===== config.mk =====
export PLATFORM = sky130hd
export DESIGN_NAME = csfi_top
export DESIGN_NICKNAME = d
export VERILOG_FILES = /design/src/rtl/csfi_pkg.sv /design/src/rtl/csfi_top.sv
export SDC_FILE = /design/constraint.sdc
export NUM_CORES = 1
export LEC_CHECK = 0
export ABC_AREA = 1
export BUFFER_PORTS_ARGS = -buffer_cell sky130_fd_sc_hd__buf_2
export CAP_MARGIN = 20
export CORE_ASPECT_RATIO = 2
export CORE_UTILIZATION = 40
export DETAILED_ROUTE_END_ITERATION = 6
export HOLD_SLACK_MARGIN = 0.05
export SLEW_MARGIN = 20
export SYNTH_ARGS = -nofsm -noshare
export SYNTH_HDL_FRONTEND = slang
export SYNTH_SLANG_ARGS = --single-unit

===== constraint.sdc =====
create_clock -name sys_clk_in -period 3.3 [get_ports sys_clk_in]
set_input_delay 0.33 -clock sys_clk_in [delete_from_list [all_inputs] [get_ports sys_clk_in]]
set_output_delay 0.33 -clock sys_clk_in [all_outputs]
set_load 0.1 [all_outputs]

===== src/rtl/csfi_pkg.sv =====
package csfi_pkg;
  // ****************************************
  // Register map (byte addresses)
  // ****************************************
  localparam int unsigned CSFI_ADDR_W = 8;
  localparam logic [7:0] CSFI_OFF_CTRL = 8'h00;
  localparam logic [7:0] CSFI_OFF_TX_SLOT = 8'h04;
  localparam logic [7:0] CSFI_OFF_RX_SLOT = 8'h08;
  localparam logic [7:0] CSFI_OFF_STATUS = 8'h0C;
  localparam logic [7:0] CSFI_OFF_CLEAR = 8'h10;
  localparam logic [7:0] CSFI_OFF_IRQ_EN = 8'h14;
  localparam logic [7:0] CSFI_OFF_STATE = 8'h18;
  localparam logic [3:0] CSFI_PAGE_TX_BUF = 4'h2;
  localparam logic [3:0] CSFI_PAGE_RX_BUF = 4'h3;
  // ****************************************
  // Modes, sizes, events
  // ****************************************
  localparam logic [1:0] CSFI_MODE_FRAMED = 2'h0;
  localparam logic [1:0] CSFI_MODE_I2S = 2'h1;
  localparam logic [1:0] CSFI_MODE_ACLINK = 2'h2;
  localparam int unsigned CSFI_SLOTS = 16;
  localparam int unsigned CSFI_MAX_WORD = 16;
  localparam int unsigned CSFI_BUF_DEPTH = 4;
  localparam logic [3:0] CSFI_LAST_SLOT = 4'hF;
  localparam int unsigned CSFI_EV_W = 3;
  localparam int unsigned CSFI_EV_TX = 0;
  localparam int unsigned CSFI_EV_RX = 1;
  localparam int unsigned CSFI_EV_OVR = 2;
  localparam logic [15:0] CSFI_SLOT_RST = 16'h0000;
  localparam logic [1:0] CSFI_RESP_OKAY = 2'h0;
  localparam logic [1:0] CSFI_RESP_SLVERR = 2'h2;
  // ****************************************
  // Carriers
  // ****************************************
  typedef struct packed {
    logic [1:0] batch_m1;
    logic [3:0] wlen_m1;
    logic [1:0] mode;
    logic enable;
  } csfi_ctrl_t;
  localparam csfi_ctrl_t CSFI_CTRL_RST = 9'h000;
  typedef struct packed {
    logic sclk;
    logic fsync;
    logic sdi;
  } csfi_link_t;
endpackage


===== src/rtl/csfi_top.sv =====
`timescale 1ns/1ps
module csfi_top
  import csfi_pkg::*;
#(
  parameter int unsigned BUF_DEPTH = CSFI_BUF_DEPTH
)(
  input wire logic sys_clk_in,
  input wire logic srst_in,
  input wire logic [7:0] s_axi_awaddr_in,
  input wire logic s_axi_awvalid_in,
  output logic s_axi_awready_out,
  input wire logic [31:0] s_axi_wdata_in,
  input wire logic [3:0] s_axi_wstrb_in,
  input wire logic s_axi_wvalid_in,
  output logic s_axi_wready_out,
  output logic [1:0] s_axi_bresp_out,
  output logic s_axi_bvalid_out,
  input wire logic s_axi_bready_in,
  input wire logic [7:0] s_axi_araddr_in,
  input wire logic s_axi_arvalid_in,
  output logic s_axi_arready_out,
  output logic [31:0] s_axi_rdata_out,
  output logic [1:0] s_axi_rresp_out,
  output logic s_axi_rvalid_out,
  input wire logic s_axi_rready_in,
  input wire logic sclk_in,
  input wire logic fsync_in,
  input wire logic sdi_in,
  output logic sdo_out,
  output logic sdo_oe_out,
  output logic irq_out
);
  if (BUF_DEPTH < 1 || BUF_DEPTH > CSFI_BUF_DEPTH)
  begin : g_bad_depth
    $error("BUF_DEPTH must be 1 to 4");
  end
  localparam logic [1:0] LAST_MAX = 2'(BUF_DEPTH - 1);

  // ****************************************
  // Registers
  // ****************************************
  csfi_ctrl_t ctrl;
  logic [15:0] tx_slot_en;
  logic [15:0] rx_slot_en;
  logic [CSFI_EV_W-1:0] status;
  logic [CSFI_EV_W-1:0] irq_en;
  logic [15:0] tx_buf [CSFI_BUF_DEPTH];
  logic [15:0] rx_buf [CSFI_BUF_DEPTH];

  // ****************************************
  // Link sampling
  // ****************************************
  csfi_link_t link_s1;
  csfi_link_t link_s2;
  csfi_link_t link_s3;
  logic fs_prev;
  logic active;
  logic [3:0] slot;
  logic [3:0] bit_cnt;
  logic [1:0] tx_ptr;
  logic [1:0] rx_ptr;
  logic [15:0] rx_shift;
  logic sclk_rise;
  logic sclk_fall;
  logic frame_start;
  logic word_end;
  logic [1:0] last_ptr;
  logic [15:0] word_mask;
  logic tx_wrap;
  logic rx_wrap;
  logic [CSFI_EV_W-1:0] ev_set;
  logic [CSFI_EV_W-1:0] ev_clr;

  always_ff @(posedge sys_clk_in)
  begin
    if (srst_in)
    begin
      link_s1 <= '0;
      link_s2 <= '0;
      link_s3 <= '0;
    end
    else
    begin
      link_s1 <= '{sclk: sclk_in, fsync: fsync_in, sdi: sdi_in};
      link_s2 <= link_s1;
      link_s3 <= link_s2;
    end
  end

  assign sclk_rise = link_s2.sclk & ~link_s3.sclk;
  assign sclk_fall = ~link_s2.sclk & link_s3.sclk;
  assign frame_start = sclk_rise & ctrl.enable &
    ((ctrl.mode == CSFI_MODE_I2S) ? (fs_prev & ~link_s2.fsync)
                                  : (~fs_prev & link_s2.fsync));
  assign word_end = sclk_rise & active & (bit_cnt == ctrl.wlen_m1);
  assign last_ptr = (ctrl.batch_m1 > LAST_MAX) ? LAST_MAX : ctrl.batch_m1;
  assign word_mask = 16'hFFFF >> (4'hF - ctrl.wlen_m1);
  assign tx_wrap = word_end & tx_slot_en[slot] & (tx_ptr == last_ptr);
  assign rx_wrap = word_end & rx_slot_en[slot] & (rx_ptr == last_ptr);
  assign ev_set = {rx_wrap & status[CSFI_EV_RX], rx_wrap, tx_wrap};

  // ****************************************
  // Frame and slot timing
  // ****************************************
  // Restart on the mode's sync edge (falling for I2S, rising otherwise), so frames shorter than 16 slots also work
  always_ff @(posedge sys_clk_in)
  begin
    if (srst_in)
    begin
      fs_prev <= 1'b0;
      active <= 1'b0;
      slot <= 4'h0;
      bit_cnt <= 4'h0;
    end
    else if (sclk_rise)
    begin
      fs_prev <= link_s2.fsync;
      if (!ctrl.enable)
        active <= 1'b0;
      else if (frame_start)
      begin
        active <= 1'b1;
        slot <= 4'h0;
        bit_cnt <= 4'h0;
      end
      else if (word_end)
      begin
        bit_cnt <= 4'h0;
        slot <= slot + 4'h1;
        if (slot == CSFI_LAST_SLOT)
          active <= 1'b0;
      end
      else if (active)
        bit_cnt <= bit_cnt + 4'h1;
    end
  end

  // ****************************************
  // Receive path
  // ****************************************
  always_ff @(posedge sys_clk_in)
  begin
    if (srst_in)
    begin
      rx_shift <= 16'h0000;
      rx_ptr <= 2'h0;
      for (int i = 0; i < CSFI_BUF_DEPTH; i++)
        rx_buf[i] <= 16'h0000;
    end
    else if (sclk_rise && active && rx_slot_en[slot])
    begin
      rx_shift <= {rx_shift[14:0], link_s2.sdi};
      if (word_end)
      begin
        rx_buf[rx_ptr] <= {rx_shift[14:0], link_s2.sdi} & word_mask;
        rx_ptr <= (rx_ptr == last_ptr) ? 2'h0 : rx_ptr + 2'h1;
      end
    end
  end

  // ****************************************
  // Transmit path
  // ****************************************
  // Data launch on the sampled falling edge, about three system clocks late;
  // fine for the 320 ns bit clock, tight for much faster links
  always_ff @(posedge sys_clk_in)
  begin
    if (srst_in)
    begin
      sdo_out <= 1'b0;
      sdo_oe_out <= 1'b0;
    end
    else if (sclk_fall)
    begin
      if (active && tx_slot_en[slot])
      begin
        sdo_out <= tx_buf[tx_ptr][ctrl.wlen_m1 - bit_cnt];
        sdo_oe_out <= 1'b1;
      end
      else
      begin
        sdo_out <= 1'b0;
        sdo_oe_out <= 1'b0;
      end
    end
  end

  always_ff @(posedge sys_clk_in)
  begin
    if (srst_in)
      tx_ptr <= 2'h0;
    else if (word_end && tx_slot_en[slot])
      tx_ptr <= (tx_ptr == last_ptr) ? 2'h0 : tx_ptr + 2'h1;
  end

  // ****************************************
  // AXI4-Lite slave
  // ****************************************
  logic aw_hold;
  logic w_hold;
  logic [7:0] aw_addr;
  logic [31:0] w_data;
  logic [31:0] w_mask;
  logic do_write;
  logic wr_ok;
  logic [31:0] rd_data;
  logic rd_ok;
  logic [31:0] wr_val;

  assign s_axi_awready_out = ~aw_hold;
  assign s_axi_wready_out = ~w_hold;
  assign s_axi_arready_out = ~s_axi_rvalid_out;
  assign do_write = aw_hold & w_hold & ~s_axi_bvalid_out;
  assign wr_val = w_data & w_mask;
  assign ev_clr = (do_write && aw_addr == CSFI_OFF_CLEAR) ?
                  wr_val[CSFI_EV_W-1:0] : '0;
  assign irq_out = |(status & irq_en);

  always_comb
  begin
    wr_ok = 1'b1;
    case (aw_addr)
      CSFI_OFF_CTRL, CSFI_OFF_TX_SLOT, CSFI_OFF_RX_SLOT, CSFI_OFF_STATUS,
      CSFI_OFF_CLEAR, CSFI_OFF_IRQ_EN, CSFI_OFF_STATE: wr_ok = 1'b1;
      default: wr_ok = (aw_addr[7:4] == CSFI_PAGE_TX_BUF ||
                        aw_addr[7:4] == CSFI_PAGE_RX_BUF) &&
                       ({2'h0, aw_addr[3:2]} < 4'(BUF_DEPTH));
    endcase
  end

  always_comb
  begin
    rd_data = 32'h0000_0000;
    rd_ok = 1'b1;
    case (s_axi_araddr_in)
      CSFI_OFF_CTRL: rd_data = 32'(ctrl);
      CSFI_OFF_TX_SLOT: rd_data = {16'h0000, tx_slot_en};
      CSFI_OFF_RX_SLOT: rd_data = {16'h0000, rx_slot_en};
      CSFI_OFF_STATUS: rd_data = 32'(status);
      CSFI_OFF_CLEAR: rd_data = 32'h0000_0000;
      CSFI_OFF_IRQ_EN: rd_data = 32'(irq_en);
      CSFI_OFF_STATE: rd_data = 32'({active, slot, tx_ptr, rx_ptr});
      default:
      begin
        rd_ok = {2'h0, s_axi_araddr_in[3:2]} < 4'(BUF_DEPTH);
        if (s_axi_araddr_in[7:4] == CSFI_PAGE_TX_BUF && rd_ok)
          rd_data = {16'h0000, tx_buf[s_axi_araddr_in[3:2]]};
        else if (s_axi_araddr_in[7:4] == CSFI_PAGE_RX_BUF && rd_ok)
          rd_data = {16'h0000, rx_buf[s_axi_araddr_in[3:2]]};
        else
          rd_ok = 1'b0;
      end
    endcase
  end

  always_ff @(posedge sys_clk_in)
  begin
    if (srst_in)
    begin
      aw_hold <= 1'b0;
      w_hold <= 1'b0;
      aw_addr <= 8'h00;
      w_data <= 32'h0000_0000;
      w_mask <= 32'h0000_0000;
      s_axi_bvalid_out <= 1'b0;
      s_axi_bresp_out <= CSFI_RESP_OKAY;
    end
    else
    begin
      if (s_axi_awvalid_in && !aw_hold)
      begin
        aw_hold <= 1'b1;
        aw_addr <= {s_axi_awaddr_in[7:2], 2'h0};
      end
      if (s_axi_wvalid_in && !w_hold)
      begin
        w_hold <= 1'b1;
        w_data <= s_axi_wdata_in;
        for (int b = 0; b < 4; b++)
          w_mask[b*8 +: 8] <= {8{s_axi_wstrb_in[b]}};
      end
      if (do_write)
      begin
        aw_hold <= 1'b0;
        w_hold <= 1'b0;
        s_axi_bvalid_out <= 1'b1;
        s_axi_bresp_out <= wr_ok ? CSFI_RESP_OKAY : CSFI_RESP_SLVERR;
      end
      else if (s_axi_bvalid_out && s_axi_bready_in)
        s_axi_bvalid_out <= 1'b0;
    end
  end

  always_ff @(posedge sys_clk_in)
  begin
    if (srst_in)
    begin
      s_axi_rvalid_out <= 1'b0;
      s_axi_rdata_out <= 32'h0000_0000;
      s_axi_rresp_out <= CSFI_RESP_OKAY;
    end
    else if (s_axi_arvalid_in && !s_axi_rvalid_out)
    begin
      s_axi_rvalid_out <= 1'b1;
      s_axi_rdata_out <= rd_data;
      s_axi_rresp_out <= rd_ok ? CSFI_RESP_OKAY : CSFI_RESP_SLVERR;
    end
    else if (s_axi_rready_in)
      s_axi_rvalid_out <= 1'b0;
  end

  // Byte lanes merge into the old value so partial writes keep the rest
  always_ff @(posedge sys_clk_in)
  begin
    if (srst_in)
    begin
      ctrl <= CSFI_CTRL_RST;
      tx_slot_en <= CSFI_SLOT_RST;
      rx_slot_en <= CSFI_SLOT_RST;
      irq_en <= '0;
      for (int i = 0; i < CSFI_BUF_DEPTH; i++)
        tx_buf[i] <= 16'h0000;
    end
    else if (do_write)
    begin
      case (aw_addr)
        CSFI_OFF_CTRL:
          ctrl <= (ctrl & ~w_mask[8:0]) | wr_val[8:0];
        CSFI_OFF_TX_SLOT:
          tx_slot_en <= (tx_slot_en & ~w_mask[15:0]) | wr_val[15:0];
        CSFI_OFF_RX_SLOT:
          rx_slot_en <= (rx_slot_en & ~w_mask[15:0]) | wr_val[15:0];
        CSFI_OFF_IRQ_EN:
          irq_en <= (irq_en & ~w_mask[2:0]) | wr_val[2:0];
        default:
          if (aw_addr[7:4] == CSFI_PAGE_TX_BUF && wr_ok)
            tx_buf[aw_addr[3:2]] <= (tx_buf[aw_addr[3:2]] & ~w_mask[15:0]) |
                                    wr_val[15:0];
      endcase
    end
  end

  // Set wins over a clear in the same cycle
  always_ff @(posedge sys_clk_in)
  begin
    if (srst_in)
      status <= '0;
    else
      status <= (status & ~ev_clr) | ev_set;
  end

  // ****************************************
  // Assertions
  // ****************************************
  // Sync level after the start edge is low for I2S, high otherwise
  property p_mode_edge;
    @(posedge sys_clk_in) disable iff (srst_in)
    frame_start |=> active && slot == 4'h0 && bit_cnt == 4'h0 &&
      (fs_prev == (ctrl.mode != CSFI_MODE_I2S));
  endproperty
  a_mode_edge: assert property (p_mode_edge)
    else $error("frame start did not open slot zero");
  property p_tx_event;
    @(posedge sys_clk_in) disable iff (srst_in)
    $rose(status[CSFI_EV_TX]) |-> $past(tx_ptr) == $past(last_ptr);
  endproperty
  a_tx_event: assert property (p_tx_event)
    else $error("transmit batch flag without a full batch");
  property p_ptr_bound;
    @(posedge sys_clk_in) disable iff (srst_in)
    rx_ptr <= last_ptr || $changed(last_ptr);
  endproperty
  a_ptr_bound: assert property (p_ptr_bound)
    else $error("receive pointer beyond batch size");
  property p_bit_bound;
    @(posedge sys_clk_in) disable iff (srst_in)
    active && !$changed(ctrl.wlen_m1) |-> bit_cnt <= ctrl.wlen_m1;
  endproperty
  a_bit_bound: assert property (p_bit_bound)
    else $error("bit counter past word length");
  property p_rx_step;
    @(posedge sys_clk_in) disable iff (srst_in)
    word_end && rx_slot_en[slot] && rx_ptr != last_ptr |=>
      rx_ptr == $past(rx_ptr) + 2'h1;
  endproperty
  a_rx_step: assert property (p_rx_step)
    else $error("receive pointer did not step");
  property p_frame_end;
    @(posedge sys_clk_in) disable iff (srst_in)
    word_end && slot == CSFI_LAST_SLOT && !frame_start |=> !active;
  endproperty
  a_frame_end: assert property (p_frame_end)
    else $error("frame ran past sixteen slots");
  property p_tx_slot;
    @(posedge sys_clk_in) disable iff (srst_in)
    $rose(sdo_oe_out) |-> $past(active) && $past(tx_slot_en[slot]);
  endproperty
  a_tx_slot: assert property (p_tx_slot)
    else $error("driving in a slot without transmit enable");
  property p_release;
    @(posedge sys_clk_in) disable iff (srst_in)
    sclk_fall && !active |=> !sdo_oe_out [*2];
  endproperty
  a_release: assert property (p_release)
    else $error("output driven outside a frame");
  c_tx_batch: cover property (@(posedge sys_clk_in) $rose(status[0]));
  c_rx_batch: cover property (@(posedge sys_clk_in) $rose(status[1]));
  c_i2s_start: cover property (@(posedge sys_clk_in)
    frame_start && ctrl.mode == CSFI_MODE_I2S);
endmodule


# [Yosys cells after proc, flatten, opt, wreduce, memory -nomap -nowiden]
# Memory sizes are Yosys's and may differ from the RTL's. A register that Yosys moved wholly into a read port is not among the register bits.
# Cells that the tools add are included.
[totals] inputBits=62 ff_bits=156 mem_bits_ro=0 n_memories=2 ramBits=128 wordCells=202 latch_bits=0 output_inout_bits=44
[mem_list] memory="rx_buf" depth=4 width=16 read_ports=1 rd_clocked_by_memory_dff=0 wr=4 line="csfi_top.sv:48" source="logic [15:0] rx_buf [CSFI_BUF_DEPTH];"
[mem_list] memory="tx_buf" depth=4 width=16 read_ports=3 rd_clocked_by_memory_dff=2 wr=4 line="csfi_top.sv:47" source="logic [15:0] tx_buf [CSFI_BUF_DEPTH];"
[classes] mux=56 div_mod_pow=0 multipliers=0 eq_ne=23 n_bitwise=42 magnitude_cmp=3 add_sub_neg=6 shifts=1 n_reduce_logical=35
[ops] op="$pmux 16 s7" n=1
[ops] op="$and 16x16->16" n=5
[ops] op="$mux 16" n=4
[ops] op="$or 16x16->16" n=3
[ops] op="$reduce_or 16->1" n=2
[ops] op="$mux 1" n=31
[ops] op="$eq 8x5->1 const B" n=3
[ops] op="$mux 2" n=11
[ops] op="$mux 4" n=5
[ops] op="$eq 6x3->1 const B" n=3
[ops] op="$eq 4x2->1 const B" n=4
[ops] op="$eq 8x4->1 const B" n=2
[ops] op="$logic_not 8->1" n=2
[ops] op="$not 16->16" n=1
[ops] op="$shr 16x4->16 const A" n=1
[ops] op="$and 1x1->1" n=15
[ops] op="$reduce_or 7->1" n=2
[ops] op="$bmux 1 s4" n=3
[ops] op="$eq 6x2->1 const B" n=2
[ops] op="$logic_and 1x1->1" n=10
[ops] op="$lt 4x5->1 const B" n=2
[ops] op="$reduce_and 2->1" n=5
[ops] op="$and 3x3->3" n=3
[ops] op="$and 9x9->9" n=1
[ops] op="26 further kinds" n=45

# [Depth between registers and ports, before layout]
[depth] depth_word=11 ltp_mapped=13 mapped_depth_nobuf=12

# [Worst setup path before layout]
# Ideal clock, no wire load.
[synth_path] path_kind="reg2reg" start="register (tool-made name)" end="memory rx_buf[3][0] (enable)" setup_time_ps=414 arrival_time_ps=2589 slack_ps=297 path_stages_with_launch=10 path_buffers=1 synth_period_minus_slack_ps=3003 required_ps=2886 path_cell_list="dfxtp_1 > inv_1 > ha_1 > buf_2 > nand2_1 > inv_1 > nand4_1 > inv_1 > nand2_4 > o31ai_1"
[synth_rtl] item="end: declaration" line="csfi_top.sv:48"

==> impl_results.rst <==
.. list-table::
   :header-rows: 1

   * - Metric
     - Value
   * - Placed Instances
     - about 2.1k
   * - FFs w/ async S/R, synth
     - 0%
   * - Cell-internal power
     - between 5 and 6 mW
   * - Num Clock Sinks
     - between 200 and 300
   * - Final min period
     - between 2 and 3 ns
   * - CTS tree
     - built
   * - Average footprint of a synthesized cell
     - ~7.9 sq um
   * - Result of the run
     - finished clean
   * - Endpoint of the worst setup timing path
     - rx_buf[2][2]
   * - Met2 global-route usage
     - 50.1%
   * - Kind of capture point of the worst setup path
     - register
   * - Horiz. Die Dim
     - 130 um
   * - LEAKAGE
     - 5.79 nW
   * - Type of the worst min-delay path
     - in2reg
   * - Max incr delay on CP
     - 0.63 ns
   * - Switching power
     - between 1.5 and 2 mW
   * - Residual antenna-violating net count after detailed routing
     - 0
   * - Setup repair after global routing missed its margin
     - no
   * - Non-filler cells in the finished layout
     - between 2k and 2.5k
   * - Overall routing resource usage
     - a little over a quarter
   * - Critical path data arrival time
     - 2.92 ns
   * - Number of I/O port buffers
     - 67
   * - Worst endpoint required time
     - 3.56 ns
   * - Pin count of the biggest net entering global routing
     - 44
   * - Remaining Overflow, GRT
     - 0
   * - Global-route wire length before repair
     - 64.9 mm
   * - Total power of the final layout
     - about 7.4 mW
   * - Hpwl dp
     - around 32 mm
   * - Synth unique cells
     - between 40 and 50
   * - Worst vdd rail ir drop
     - 0.000321 V
   * - Core area
     - between 30000 and 40000 sq um
   * - Vias in the first global route
     - 11.8k
   * - Number of design-rule violations left by the first detailed-router iteration
     - about 780
   * - Start-to-end type of the worst setup path
     - reg2reg
   * - Number of warning messages in the yosys log
     - 0
   * - Number of antenna diodes
     - 0
   * - Root Buffer Master
     - clkbuf_16
   * - Switch share
     - about a quarter
   * - Clock share of power
     - 41.1%
   * - Seq/Total Area, Yosys
     - about half
   * - CP Launch Type
     - register
   * - Number of H-tree levels
     - 1
   * - Ratio of total power to cell area
     - 501 nW/um^2
   * - Slack of the worst reg-to-reg path
     - about 0.63 ns
   * - CP Max Fanout
     - 11
   * - Area growth from synthesis to layout
     - 13.9%
   * - Register clock-pin slew on the reported worst setup and hold paths
     - 0.07 ns
   * - Placer Congestion
     - approximately 0.95
   * - Number of register bits inferred by synthesis
     - 263
   * - DR pass1 iterations
     - 6
   * - Die height
     - about 260 um
   * - Max-slew violation count
     - 0
   * - Post_cts resized
     - 0
   * - Hold Violations, Final
     - 0
   * - Worst slew margin
     - roughly a third
   * - Antenna violations before repair
     - 0
   * - Deepest clock path buffer count
     - 3
   * - Share of cells above drive strength 1
     - between 10% and 20%
   * - Cell row count
     - 93
   * - Average wire per standard cell
     - approximately 20 um
   * - Cells along the critical path
     - ha_1 > nand2_1 > inv_1 > nand4_1 > inv_1 > nand2_4 > nor2_8 > nand3_4 > nand2_1 > buf_12
   * - # setup viols final
     - 0
   * - Count of flip-flops with a built-in enable after synthesis
     - between 100 and 150
   * - DRC violation count after routing
     - 0
   * - Final-layout setup total negative slack
     - 0 ns
   * - Synthesized instance count
     - 1640
   * - Fmax
     - between 300 and 400 MHz
   * - Ports
     - roughly 110
   * - Layer with the highest usage after global routing
     - met2
   * - Reg-to-reg critical path endpoint
     - rx_buf[2][2]
   * - CTS Buf Count
     - 24
   * - GR Layer Usage met3
     - between 3 and 4%
   * - Overall via count from detail_route
     - about 12k
   * - Final period util
     - 80.8%
   * - Cells on worst reg2reg path
     - 10
   * - Main synth FF type
     - dfxtp_1
   * - Cell area after technology mapping
     - around 13000 sq um
   * - Insertion delay to the later sink of the worst-skew pair
     - 0.55 ns
   * - Via count normalized by instance count
     - ~5.4
   * - Number of nets in the layout
     - approximately 1.8k
   * - Final cell utilization of the core
     - a little under half
   * - Area of the die
     - between 30000 and 40000 sq um
   * - Fraction of power consumed by sequential logic
     - around 48%
   * - Proportion of power drawn by combinational gates
     - 10.7%
   * - Effective utilization at floorplan
     - roughly two fifths
   * - Tightest Pin Transition
     - around 1.0 ns
   * - Wire length after detailed routing
     - 42.8 mm
   * - Worst Skew
     - around 0.013 ns
   * - Global routing usage on met1
     - between 20% and 30%
   * - Critical-path cell with the highest stage delay
     - dfxtp_1
   * - Max-cap check violation count
     - 0
==> worst max-delay path: cells and delay by family, from the launching register on <==
kind / cells / cell delay (ns)
flops: 1 / 0.63
simple gates: 6 / 0.97
buf+inv: 3 / 0.50
fa+ha+maj: 1 / 0.25
==> what timing repair did <==
item | CTS | global route
hold buffers | 13 | 0
setup endpoints to repair | 0 | 0
endpoints found under the hold margin | 13 | 0
setup buffers | 0 | 0
==> worst min-delay path by stage <==
stage | startpoint | to | cells after the start
6_report | s_axi_wdata_in[3] | w_data[3] | 3
2_1_floorplan | link_s1[0] | link_s2[0] | 2
3_3_place_gp | link_s1[0] | link_s2[0] | 2
5_1_grt | s_axi_wdata_in[3] | w_data[3] | 3
4_1_cts | s_axi_wdata_in[12] | w_data[12] | 3
3_5_place_dp | link_s1[1] | link_s2[1] | 2
==> placed cells by master (no fill, tap or decap), types with 11 or more instances in the layout <==
cell	count
a21oi_1	127
a22oi_1	20
buf_2	67
buf_4	42
clkbuf_16	26
conb_1	18
dfxtp_1	135
dlygate4sd3_1	13
edfxtp_1	128
inv_1	205
nand2_1	234
nand3_1	140
nor2_1	223
nor2_2	11
nor3_1	13
o211ai_1	21
o21ai_0	176
o22ai_1	34
==> Yosys cell counts, types with 9 or more instances <==
cell | count | area (sq um)
a22oi_1 | 20 | 150
nor3_1 | 13 | 65.1
a21oi_1 | 127 | 636
o211ai_1 | 21 | 158
buf_4 | 19 | 143
o22ai_1 | 34 | 213
nor2_2 | 10 | 62.6
nand2_1 | 234 | 878
buf_2 | 9 | 45.0
edfxtp_1 | 128 | 3840
nor2_1 | 224 | 841
dfxtp_1 | 135 | 2700
nand3_1 | 140 | 701
o21ai_0 | 178 | 891
clkbuf_1 | 62 | 233
inv_1 | 206 | 773
==> metal layers <==
metal	up-vias	share of wire [%]
met2	469	54
met4	0	7.5
met1	5393	32
met3	164	5.8
met5	-	0
li1	5585	-
==> area by class of cell <==
type / instances / area (sq um)
multi-input cells: 1081 / 5230
clock inverters: 12 / 163
fillers: 3285 / 17300
repair buffers: 126 / 861
inverters: 213 / 800
well taps: 427 / 534
clock buffers: 32 / 683
flip-flops and latches: 263 / 6550
==> metrics by stage <==
| step | hold WS (ns) | instance area, sq um | setup slack (ns) |
|---|---|---|---|
| final | 0.0816 | 14800 | 0.635 |
| after global placement | 0.403 | 13800 | 0.722 |
| after global routing | 0.0990 | 14800 | 0.524 |
| after floorplan | 0.388 | 13100 | 0.297 |
| after CTS | 0.0623 | 14800 | 0.682 |
| after detailed placement | 0.401 | 13800 | 0.714 |
==> power groups by stage <==
stage	sequential, mW	combinational, mW	clock, mW
global placement	3.65	0.772	0
detailed placement	3.65	0.777	0
floorplan	3.71	0.474	0
finish	3.58	0.797	3.05
global route	3.59	0.859	3.20
CTS	3.58	0.792	3.08
==> logic make-up (layout without fill, tap and decap cells) <==
kind of cell / count (synthesis) / count (layout) / synth area share, %
buffers and inverters: 313 / 383 / 10.1
adder cells (fa/ha/maj): 6 / 6 / 0.635
XOR/XNOR: 8 / 8 / 0.538
AND/OR/NAND/NOR: 651 / 651 / 21.7
other: 1 / 18 / 0.0288
AO/OA/AOI/OAI: 398 / 398 / 16.8
flip-flops: 263 / 263 / 50.3
No activity file was read; power rests on OpenSTA's default activity.
